--- src/tpnvm_defines.vh ---
// constants for the table pointer and nonvolatile access block
`ifndef TPNVM_DEFINES_VH
`define TPNVM_DEFINES_VH
// widths
`define TPNVM_PTR_W 22
`define TPNVM_INC_W 21
`define TPNVM_HOLD_IDX_W 7
`define TPNVM_HOLD_DEPTH 128
// special function register selects
`define TPNVM_SEL_PTR_LOW 3'h0
`define TPNVM_SEL_PTR_HIGH 3'h1
`define TPNVM_SEL_PTR_UPPER 3'h2
`define TPNVM_SEL_LATCH 3'h3
`define TPNVM_SEL_CTRL 3'h4
`define TPNVM_SEL_KEY 3'h5
// control register fields
`define TPNVM_CTRL_REGION_HI 7
`define TPNVM_CTRL_REGION_LO 6
`define TPNVM_CTRL_FREE 4
`define TPNVM_CTRL_ERR 3
`define TPNVM_CTRL_WEN 2
`define TPNVM_CTRL_WR 1
// reset values
`define TPNVM_PTR_RST 8'h00
`define TPNVM_LATCH_RST 8'h00
`define TPNVM_CTRL_RST 8'h00
`define TPNVM_HOLD_RST 8'hff
// region select codes
`define TPNVM_REGION_PROG 2'h2
`define TPNVM_REGION_EE 2'h0
// unlock keys
`define TPNVM_KEY_FIRST 8'h55
`define TPNVM_KEY_SECOND 8'haa
// most clocks allowed between two unlock steps
`define TPNVM_KEY_GAP 3'h3
// table instruction forms
`define TPNVM_MODE_PLAIN 2'h0
`define TPNVM_MODE_POSTINC 2'h1
`define TPNVM_MODE_POSTDEC 2'h2
`define TPNVM_MODE_PREINC 2'h3
// address map, byte addresses
`define TPNVM_PROG_TOP 22'h01ffff
`define TPNVM_UID_BASE 22'h200000
`define TPNVM_UID_TOP 22'h20000f
`define TPNVM_CFG_BASE 22'h300000
`define TPNVM_CFG_TOP 22'h30000b
`define TPNVM_DID_BASE 22'h3ffffc
`define TPNVM_DID_TOP 22'h3fffff
`endif

--- src/tpnvm_hold.v ---
// write holding register bank of 128 bytes
`timescale 1ns/1ps
`include "tpnvm_defines.vh"
module tpnvm_hold (
   // clock and reset
   input wire clk_sys_in,
   input wire nrst_in,
   // byte load from the table latch
   input wire load_in,
   input wire [`TPNVM_HOLD_IDX_W-1:0] load_idx_in,
   input wire [7:0] load_data_in,
   // return to erased value after a block write
   input wire clear_in,
   // read side for the flash programmer
   input wire [`TPNVM_HOLD_IDX_W-1:0] rd_idx_in,
   output reg [7:0] rd_data_out
);
   reg [7:0] mem_q [0:`TPNVM_HOLD_DEPTH-1];
   integer i;

   always @(posedge clk_sys_in) begin
      if (!nrst_in || clear_in) begin
         for (i = 0; i < `TPNVM_HOLD_DEPTH; i = i + 1) begin
            mem_q[i] <= `TPNVM_HOLD_RST;
         end
      end else if (load_in) begin
         mem_q[load_idx_in] <= load_data_in;
      end
   end

   // registered so the programmer sees flop data one clock after the index
   always @(posedge clk_sys_in) begin
      if (!nrst_in) begin
         rd_data_out <= `TPNVM_HOLD_RST;
      end else begin
         rd_data_out <= mem_q[rd_idx_in];
      end
   end
endmodule // tpnvm_hold

--- src/tpnvm_access.v ---
// table pointer, byte latch, unlock guard and stall control
// Notes on behaviour
// - three pointer bytes form one 22-bit address
// - bits 0-20 program space, bit 21 id/config
// - auto adjust touches bits 0-20 only
// - plain form leaves pointer unchanged
// - post-increment: transfer, then add one
// - post-decrement: transfer, then subtract one
// - pre-increment: add one, then transfer
// - 8-bit latch in register space
// - read uses all 22 bits into latch
// - write loads holding byte by low bits
// - block write uses upper pointer bits only
// - byte transfers, no alignment needed
// - read stalls cpu briefly, latch valid after
// - address bit 0 picks word byte
// - long operations rejected without full unlock
// - unlock: 55h, aah, then set start bit
// - started operation stalls cpu until finished
// - region select picks write target
// - unimplemented reads zero, writes flag error
// - erase done clears start, signals completion
// - unlock steps at most three idle clocks apart, disturbance aborts
`timescale 1ns/1ps
`include "tpnvm_defines.vh"
module tpnvm_access (
   // clock and reset
   input wire clk_sys_in,
   input wire nrst_in,
   // special function register port
   input wire sfr_wr_in,
   input wire sfr_rd_in,
   input wire [2:0] sfr_sel_in,
   input wire [7:0] sfr_wdata_in,
   output reg [7:0] sfr_rdata_out,
   // table instruction request from the core
   input wire tbl_req_in,
   input wire tbl_write_in,
   input wire [1:0] tbl_mode_in,
   output reg tbl_done_out,
   output wire cpu_stall_out,
   // events that disturb the unlock timing
   input wire irq_entry_in,
   input wire debug_halt_in,
   // program memory read port
   output reg flash_rd_en_out,
   output reg [`TPNVM_PTR_W-2:0] flash_rd_word_addr_out,
   input wire flash_rd_ack_in,
   input wire [15:0] flash_rd_word_in,
   // long operation port
   output reg flash_op_req_out,
   output reg flash_op_erase_out,
   output reg [1:0] flash_op_target_out,
   output reg [`TPNVM_PTR_W-1:0] flash_op_row_addr_out,
   input wire flash_op_done_in,
   input wire flash_op_fail_in,
   input wire [`TPNVM_HOLD_IDX_W-1:0] hold_rd_idx_in,
   output wire [7:0] hold_rd_data_out,
   // completion event toward the interrupt flag
   output reg nv_done_pulse_out
);
   localparam [1:0] ST_IDLE = 2'h0;
   localparam [1:0] ST_READ = 2'h1;
   localparam [1:0] ST_OP = 2'h2;
   localparam [1:0] KEY_NONE = 2'h0;
   localparam [1:0] KEY_ONE = 2'h1;
   localparam [1:0] KEY_TWO = 2'h2;

   reg [1:0] state_q, state_d;
   reg [7:0] ptr_upper_q, ptr_upper_d;
   reg [7:0] ptr_high_q, ptr_high_d;
   reg [7:0] ptr_low_q, ptr_low_d;
   reg [7:0] latch_q, latch_d;
   reg [1:0] region_q, region_d;
   reg free_q, free_d;
   reg err_q, err_d;
   reg wen_q, wen_d;
   reg wr_q, wr_d;
   reg [1:0] key_q, key_d;
   reg [2:0] gap_q, gap_d;
   reg [1:0] rd_mode_q, rd_mode_d;
   reg hold_load;
   reg hold_clear;
   reg done_d;
   reg rd_en_d;
   reg [`TPNVM_PTR_W-2:0] rd_addr_d;
   reg op_start;
   reg [`TPNVM_PTR_W-1:0] ptr_next;
   reg [`TPNVM_PTR_W-1:0] xfer_addr;
   reg other_access;
   wire [`TPNVM_PTR_W-1:0] table_address_pointer;
   wire [`TPNVM_PTR_W-1:0] ptr_inc;
   wire [`TPNVM_PTR_W-1:0] ptr_dec;

   assign table_address_pointer = {ptr_upper_q[5:0], ptr_high_q, ptr_low_q};
   // bit 21 is carried untouched, the 21-bit field wraps on its own
   assign ptr_inc = {table_address_pointer[21],
                     table_address_pointer[20:0] + 21'h000001};
   assign ptr_dec = {table_address_pointer[21],
                     table_address_pointer[20:0] - 21'h000001};
   assign cpu_stall_out = (state_q != ST_IDLE);

   // regions that a table read may reach
   function rd_mapped;
      input [`TPNVM_PTR_W-1:0] a;
      begin
         rd_mapped = (a <= `TPNVM_PROG_TOP) ||
                     (a >= `TPNVM_UID_BASE && a <= `TPNVM_UID_TOP) ||
                     (a >= `TPNVM_CFG_BASE && a <= `TPNVM_CFG_TOP) ||
                     (a >= `TPNVM_DID_BASE);
      end
   endfunction

   // targets that a long operation may reach for a region select
   function wr_mapped;
      input [1:0] region;
      input [`TPNVM_PTR_W-1:0] a;
      begin
         if (region[0]) begin
            // device identification words are read only
            wr_mapped = (a >= `TPNVM_UID_BASE && a <= `TPNVM_UID_TOP) ||
                        (a >= `TPNVM_CFG_BASE && a <= `TPNVM_CFG_TOP);
         end else if (region == `TPNVM_REGION_PROG) begin
            wr_mapped = (a <= `TPNVM_PROG_TOP);
         end else begin
            // data eeprom takes its address elsewhere
            wr_mapped = 1'b1;
         end
      end
   endfunction

   always @* begin
      state_d = state_q;
      ptr_upper_d = ptr_upper_q;
      ptr_high_d = ptr_high_q;
      ptr_low_d = ptr_low_q;
      latch_d = latch_q;
      region_d = region_q;
      free_d = free_q;
      err_d = err_q;
      wen_d = wen_q;
      wr_d = wr_q;
      key_d = key_q;
      gap_d = gap_q;
      rd_mode_d = rd_mode_q;
      hold_load = 1'b0;
      hold_clear = 1'b0;
      done_d = 1'b0;
      rd_en_d = 1'b0;
      rd_addr_d = flash_rd_word_addr_out;
      op_start = 1'b0;
      ptr_next = table_address_pointer;
      xfer_addr = table_address_pointer;
      other_access = 1'b0;
      case (state_q)
         ST_IDLE: begin
            if (tbl_req_in) begin
               other_access = 1'b1;
               if (tbl_mode_in == `TPNVM_MODE_PREINC) begin
                  xfer_addr = ptr_inc;
               end
               case (tbl_mode_in)
                  `TPNVM_MODE_POSTINC: ptr_next = ptr_inc;
                  `TPNVM_MODE_POSTDEC: ptr_next = ptr_dec;
                  `TPNVM_MODE_PREINC: ptr_next = ptr_inc;
                  default: ptr_next = table_address_pointer;
               endcase
               if (tbl_write_in) begin
                  // only the low bits matter, flash is not touched
                  hold_load = 1'b1;
                  done_d = 1'b1;
               end else if (rd_mapped(xfer_addr)) begin
                  rd_en_d = 1'b1;
                  rd_addr_d = xfer_addr[21:1];
                  rd_mode_d = {1'b0, xfer_addr[0]};
                  state_d = ST_READ;
               end else begin
                  latch_d = 8'h00;
                  done_d = 1'b1;
               end
               // pre-increment already moved the transfer address, every form writes the pointer now
               ptr_upper_d = {2'b00, ptr_next[21:16]};
               ptr_high_d = ptr_next[15:8];
               ptr_low_d = ptr_next[7:0];
            end else if (sfr_wr_in) begin
               case (sfr_sel_in)
                  `TPNVM_SEL_PTR_LOW: ptr_low_d = sfr_wdata_in;
                  `TPNVM_SEL_PTR_HIGH: ptr_high_d = sfr_wdata_in;
                  `TPNVM_SEL_PTR_UPPER: ptr_upper_d = {2'b00, sfr_wdata_in[5:0]};
                  `TPNVM_SEL_LATCH: latch_d = sfr_wdata_in;
                  `TPNVM_SEL_CTRL: begin
                     region_d = sfr_wdata_in[`TPNVM_CTRL_REGION_HI:`TPNVM_CTRL_REGION_LO];
                     free_d = sfr_wdata_in[`TPNVM_CTRL_FREE];
                     wen_d = sfr_wdata_in[`TPNVM_CTRL_WEN];
                     err_d = sfr_wdata_in[`TPNVM_CTRL_ERR];
                     if (sfr_wdata_in[`TPNVM_CTRL_WR] && key_q == KEY_TWO && wen_d) begin
                        if (wr_mapped(region_d, table_address_pointer)) begin
                           wr_d = 1'b1;
                           op_start = 1'b1;
                           state_d = ST_OP;
                        end else begin
                           err_d = 1'b1;
                           wr_d = 1'b0;
                        end
                     end
                     // without a full unlock the start bit is simply not taken
                     key_d = KEY_NONE;
                  end
                  `TPNVM_SEL_KEY: begin
                     if (key_q == KEY_NONE && sfr_wdata_in == `TPNVM_KEY_FIRST) begin
                        key_d = KEY_ONE;
                     end else if (key_q == KEY_ONE && sfr_wdata_in == `TPNVM_KEY_SECOND) begin
                        key_d = KEY_TWO;
                     end else if (sfr_wdata_in == `TPNVM_KEY_FIRST) begin
                        key_d = KEY_ONE;
                     end else begin
                        key_d = KEY_NONE;
                     end
                     gap_d = 3'h0;
                  end
                  default: other_access = 1'b1;
               endcase
               if (sfr_sel_in != `TPNVM_SEL_KEY && sfr_sel_in != `TPNVM_SEL_CTRL) begin
                  other_access = 1'b1;
               end
            end else if (sfr_rd_in) begin
               other_access = 1'b1;
            end
            // the sequence may idle up to three clocks between steps; slower steps abort it
            if (key_q != KEY_NONE && !(sfr_wr_in && sfr_sel_in == `TPNVM_SEL_KEY)) begin
               gap_d = gap_q + 3'h1;
               if (gap_q == `TPNVM_KEY_GAP) begin
                  key_d = KEY_NONE;
               end
            end
            if (other_access || irq_entry_in || debug_halt_in) begin
               key_d = KEY_NONE;
            end
         end
         ST_READ: begin
            if (flash_rd_ack_in) begin
               latch_d = rd_mode_q[0] ? flash_rd_word_in[15:8] : flash_rd_word_in[7:0];
               done_d = 1'b1;
               state_d = ST_IDLE;
            end
         end
         ST_OP: begin
            if (flash_op_done_in || flash_op_fail_in) begin
               wr_d = 1'b0;
               done_d = 1'b1;
               state_d = ST_IDLE;
               if (flash_op_fail_in) begin
                  err_d = 1'b1;
               end
               // holding bytes return to erased value after a block write
               if (flash_op_done_in && !flash_op_erase_out &&
                   flash_op_target_out != `TPNVM_REGION_EE) begin
                  hold_clear = 1'b1;
               end
            end
         end
         default: begin
            state_d = ST_IDLE;
         end
      endcase
   end

   always @(posedge clk_sys_in) begin
      if (!nrst_in) begin
         state_q <= ST_IDLE;
         ptr_upper_q <= `TPNVM_PTR_RST;
         ptr_high_q <= `TPNVM_PTR_RST;
         ptr_low_q <= `TPNVM_PTR_RST;
         latch_q <= `TPNVM_LATCH_RST;
         region_q <= 2'h0;
         free_q <= 1'b0;
         err_q <= 1'b0;
         wen_q <= 1'b0;
         wr_q <= 1'b0;
         key_q <= KEY_NONE;
         gap_q <= 3'h0;
         rd_mode_q <= 2'h0;
         tbl_done_out <= 1'b0;
         flash_rd_en_out <= 1'b0;
         flash_rd_word_addr_out <= 21'h000000;
         flash_op_req_out <= 1'b0;
         flash_op_erase_out <= 1'b0;
         flash_op_target_out <= 2'h0;
         flash_op_row_addr_out <= 22'h000000;
         nv_done_pulse_out <= 1'b0;
      end else begin
         state_q <= state_d;
         ptr_upper_q <= ptr_upper_d;
         ptr_high_q <= ptr_high_d;
         ptr_low_q <= ptr_low_d;
         latch_q <= latch_d;
         region_q <= region_d;
         free_q <= free_d;
         err_q <= err_d;
         wen_q <= wen_d;
         wr_q <= wr_d;
         key_q <= key_d;
         gap_q <= gap_d;
         rd_mode_q <= rd_mode_d;
         tbl_done_out <= done_d && (state_q != ST_OP);
         flash_rd_en_out <= rd_en_d;
         flash_rd_word_addr_out <= rd_addr_d;
         if (op_start) begin
            flash_op_req_out <= 1'b1;
            flash_op_erase_out <= free_d;
            flash_op_target_out <= region_d;
            // block base: low holding index bits are masked
            flash_op_row_addr_out <= {table_address_pointer[21:`TPNVM_HOLD_IDX_W],
                                      7'h00};
         end else if (state_q == ST_OP && state_d == ST_IDLE) begin
            flash_op_req_out <= 1'b0;
         end
         nv_done_pulse_out <= (state_q == ST_OP) && flash_op_done_in;
      end
   end

   // register reads answer one clock after the strobe
   always @(posedge clk_sys_in) begin
      if (!nrst_in) begin
         sfr_rdata_out <= 8'h00;
      end else if (sfr_rd_in) begin
         case (sfr_sel_in)
            `TPNVM_SEL_PTR_LOW: sfr_rdata_out <= ptr_low_q;
            `TPNVM_SEL_PTR_HIGH: sfr_rdata_out <= ptr_high_q;
            `TPNVM_SEL_PTR_UPPER: sfr_rdata_out <= ptr_upper_q;
            `TPNVM_SEL_LATCH: sfr_rdata_out <= latch_q;
            `TPNVM_SEL_CTRL: sfr_rdata_out <= {region_q, 1'b0, free_q, err_q, wen_q, wr_q, 1'b0};
            default: sfr_rdata_out <= 8'h00;
         endcase
      end
   end

   tpnvm_hold u_hold (
      .clk_sys_in(clk_sys_in),
      .nrst_in(nrst_in),
      .load_in(hold_load),
      .load_idx_in(xfer_addr[`TPNVM_HOLD_IDX_W-1:0]),
      .load_data_in(latch_q),
      .clear_in(hold_clear),
      .rd_idx_in(hold_rd_idx_in),
      .rd_data_out(hold_rd_data_out)
   );
endmodule // tpnvm_access

--- config.mk ---
export PLATFORM = sky130hd
export DESIGN_NAME = tpnvm_access
export DESIGN_NICKNAME = d
export VERILOG_FILES = /design/src/tpnvm_hold.v /design/src/tpnvm_access.v
export VERILOG_INCLUDE_DIRS = /design/src
export SDC_FILE = /design/constraint.sdc
export NUM_CORES = 2
export LEC_CHECK = 0
export ABC_AREA = 1
export BUFFER_PORTS_ARGS = -buffer_cell sky130_fd_sc_hd__buf_4
export CORE_ASPECT_RATIO = 1.1
export CORE_MARGIN = 2
export CORE_UTILIZATION = 60
export CTS_BUF_LIST = sky130_fd_sc_hd__clkbuf_8
export CTS_CLUSTER_SIZE = 14
export DETAILED_ROUTE_END_ITERATION = 16
export PLACE_DENSITY = 0.77
export SETUP_SLACK_MARGIN = 0.3
export SLEW_MARGIN = 15
export SYNTH_ARGS = -nofsm -noshare
export SYNTH_HDL_FRONTEND = slang
export SYNTH_HIERARCHICAL = 1
export SYNTH_SLANG_ARGS = --single-unit
export TNS_END_PERCENT = 30
--- constraint.sdc ---
create_clock -name clk_sys_in -period 4.3 [get_ports clk_sys_in]
set_input_delay 0.645 -clock clk_sys_in [delete_from_list [all_inputs] [get_ports clk_sys_in]]
set_output_delay 0.645 -clock clk_sys_in [all_outputs]
set_load 0.05 [all_outputs]
==> reports/results.ini <==
[worst_setup_path]
cp_max_fo = 26
critPathLaunchType = flip-flop
reg2reg_from = state_q[0]$_SDFF_PN0_
worst_ep_arrival_time_ns = 4.38
r2r_cells = 13
rrSetupSlack_ns = 0.47
critPathKind = reg2reg
reg2reg_to = u_hold/mem_q[53][1]$_SDFFCE_PN1P_
crit_path_end_kind = flip-flop
required_ns = 4.85

[layout]
n_fill_cell = 6928
drive_gt1_share_pct = 11.6
nets = 6040
final_area_um2 = 59600
area_growth_pct = 10.1

[route]
top_layer_used = met4
routed_wl_mm = 153
dr.pass1.iters = 7
met2_length_mm = 72.0
ant_nets = 0
vias = 43500
drt-initial-drc-count = 5949
dr_wl_met3_mm = 16.1
met1_length_mm = 54.3
drcViolationCount = 0
vias_per_cell = 5.96
post_drt_wl_per_cell_um = 20.9

[min_path]
hp-class = in2reg
hp-start = flash_rd_ack_in
hold_depth = 3
hold_path_end = state_q[0]$_SDFF_PN0_

[sta]
min_period_ns = 3.83
tightest_slew_ns = 1.13
finalCritPeriodShare_pct = 89.0
rsz0062_at_grt = yes
slew_headroom_pct = 23.8
slew_violations = 0
fin_worst_skew_ns = 0.0460
tns_ns = 0
max_freq_ghz = 0.261
hold_viol = 0
setup_violations = 0

[grt]
grt_overflow = 0
antenna_found_initial = 2
first_global_vias = 41800
grt_use_total_pct = 32.7
grt_pass1_wl_mm = 233
grt_max_degree = 186

[yosys]
yosys.area_share.adder_pct = 0.0925
synth_top_area_share_pct = 56.8
synth_top_family_by_area = simple AND/OR/NAND/NOR gates
ys_top_cells_by_area = edfxtp_1 57%, nand2_1 18%, nand3_1 8.7%
synthCells = 5949
synth_compound_area_share_pct = 3.46
ys_seq_area_share_pct = 60.6
synth_seq_cells = 1127
yosys_warnings = 6
netlist_area_um2 = 54100
ys_async_sr_fraction_pct = 0
synthMuxAreaShare_pct = 0
synth_edf_count = 1024
ys.flop_type = edfxtp_1
synth.distinct_cells = 53
yosys.area.top_type = edfxtp_1
synth-simple-area-share_pct = 30.5
synth.avg_cell_area_um2 = 9.10
synth_xor_area_share_pct = 0.243

[clocking]
postCtsResizedCells = 0
clkSinkCount = 1127
cts_max_level = 4
cts_hold_buf = 0
cts_tree = built
numCtsBuffers = 176
clock_path_buffers = 3
clk_latency_ns = 0.87
path_clk_slew_ns = 0.06
clockRootBuffer = clkbuf_8
cts_setup_buffers = 0

[run]
maxCapViolCount = 0

[power_and_ir_drop]
irDropWorstVdd_mv = 0.325
p_per_area_nw_per_um2 = 404
leakage_nw = 20.3

[floorplanning]
dieArea_um2 = 92600
core_area_um2 = 89400
die_height_um = 319
die-width_um = 290
row_count = 115
start_util_pct = 60.6
io-pin-count = 114

[placement]
placed_area_um2 = 56000
place_hpwl_mm = 94.2
io_buffers = 106
globalplace.congestion = 1.02

[status]
status = finished clean

layer usage:
metal  global-route usage (%)  vias to the layer above
met5                        0                        -
met4                     20.6                        0
met3                     5.94                      616
met2                     53.5                     2839
met1                     40.4                    20100
li1                         -                    20000
layout by cell type (no fill, tap or decap), types with 4 or more instances in the layout:
master / count
a211oi_1: 10
a21oi_1: 67
a221oi_1: 6
a31oi_1: 11
buf_12: 18
buf_4: 272
bufinv_16: 13
clkbuf_8: 194
clkinv_1: 44
clkinv_2: 16
clkinvlp_4: 6
conb_1: 7
dfxtp_1: 103
edfxtp_1: 1024
ha_1: 4
inv_1: 168
inv_2: 30
inv_6: 13
nand2_1: 2559
nand2_2: 8
nand3_1: 941
nand4_1: 12
nor2_1: 182
nor2_2: 52
nor2_4: 73
nor3_1: 17
o211ai_1: 5
o21ai_0: 200
o21ai_1: 14
o221ai_1: 4
o22ai_1: 5
o31ai_1: 4
xor2_1: 13
through the flow:
stage,power [W],setup WS (ns),hold WS (ns),utilization (%),instances
after floorplan,0.0141,0.514,0.433,-,5955
after global placement,0.0150,0.153,0.450,62.7,6981
after detailed placement,0.0151,0.0588,0.460,62.7,6981
after CTS,0.0241,0.417,0.0183,66.7,7305
after global routing,0.0248,0.258,0.0635,66.7,7306
final,0.0241,0.472,0.0839,66.7,7306
area by class of cell:
cell class | instances | area, um^2 | area share [%]
timing repair buffer | 292 | 2430 | 4.08
clock inverter | 131 | 916 | 1.54
multi-input combinational | 4228 | 18600 | 31.2
clock buffer | 193 | 2660 | 4.46
sequential | 1127 | 32800 | 55.1
inverter | 164 | 682 | 1.14
tap | 1170 | 1460 | 2.46
antenna | 1 | 2.50 | 0.00420
report_power, final:
part,switching [W],leakage [nW],internal [W]
combinational,0.00220,10.4,0.000643
clock,0.00422,2.00,0.00492
sequential,0.0000870,7.95,0.0120
total,0.00651,20.3,0.0176
flip-flops by register name, indices dropped and copies added, names as in the netlist, 3 cells and up:
| name | cells |
|---|---|
| u_hold/mem_q | 1024 |
| flash_rd_word_addr_out | 21 |
| flash_op_row_addr_out | 15 |
| latch_q | 8 |
| ptr_high_q | 8 |
| ptr_low_q | 8 |
| sfr_rdata_out | 8 |
| u_hold/rd_data_out | 8 |
| ptr_upper_q | 6 |
| gap_q | 3 |
logic make-up after synthesis:
group	count (synthesis)
simple gates	3860
flops	1127
buf+inv	600
compound gates	342
xor+xnor	15
fa+ha+maj	4
other cells	1
synthesized netlist by cell type, types with 2 or more instances:
library cell  number
inv_1            128
nand3_2            3
o221ai_1           4
dfxtp_1          103
o31ai_1            4
xnor2_1            2
clkinv_1           6
o22ai_1            5
nor4_1             3
nand2_2            6
a21boi_1           2
a32o_1             2
or2_2              3
o21a_1             3
a22o_1             2
nand2_1         2561
o21ai_1            7
o21ai_0          207
nor2_4            73
a221oi_1           6
nor3_1            17
nand3_1          942
inv_2             29
o211ai_1           5
xor2_1            13
buf_6             14
nand4_1           12
clkbuf_1         186
edfxtp_1        1024
a31oi_1           11
nor2_2            52
buf_1             25
buf_4             53
nor2_1           182
nand4_2            2
a211oi_1          10
ha_1               4
a21oi_1           67
buf_2            157
critical path, cell delays in order, from the launching register on:
cell and delay [ns]:
dfxtp_1 0.33, nor2_1 0.11, buf_4 0.15, clkinv_1 0.08, nor2_1 0.27, buf_4 0.29, nand2_1 0.10, o21ai_1 0.33
inv_1 0.28, nor2_1 0.21, nand2_2 0.24, buf_12 0.26, o21ai_0 0.51, buf_4 0.24
how the worst max path moves through the flow:
stage,from,to,slack (ns)
finish,state_q[0]$_SDFF_PN0_,u_hold/mem_q[53][1]$_SDFFCE_PN1P_,0.47
global route,ptr_low_q[0]$_SDFFE_PN0P_,u_hold/mem_q[46][6]$_SDFFCE_PN1P_,0.26
CTS,state_q[0]$_SDFF_PN0_,u_hold/mem_q[47][6]$_SDFFCE_PN1P_,0.42
detailed placement,tbl_mode_in[0],u_hold/mem_q[47][4]$_SDFFCE_PN1P_,0.06
global placement,tbl_mode_in[0],u_hold/mem_q[47][0]$_SDFFCE_PN1P_,0.15
floorplan,state_q[0]$_SDFF_PN0_,u_hold/mem_q[124][0]$_SDFFCE_PN1P_,0.51
(Power assumes the default switching activity.)
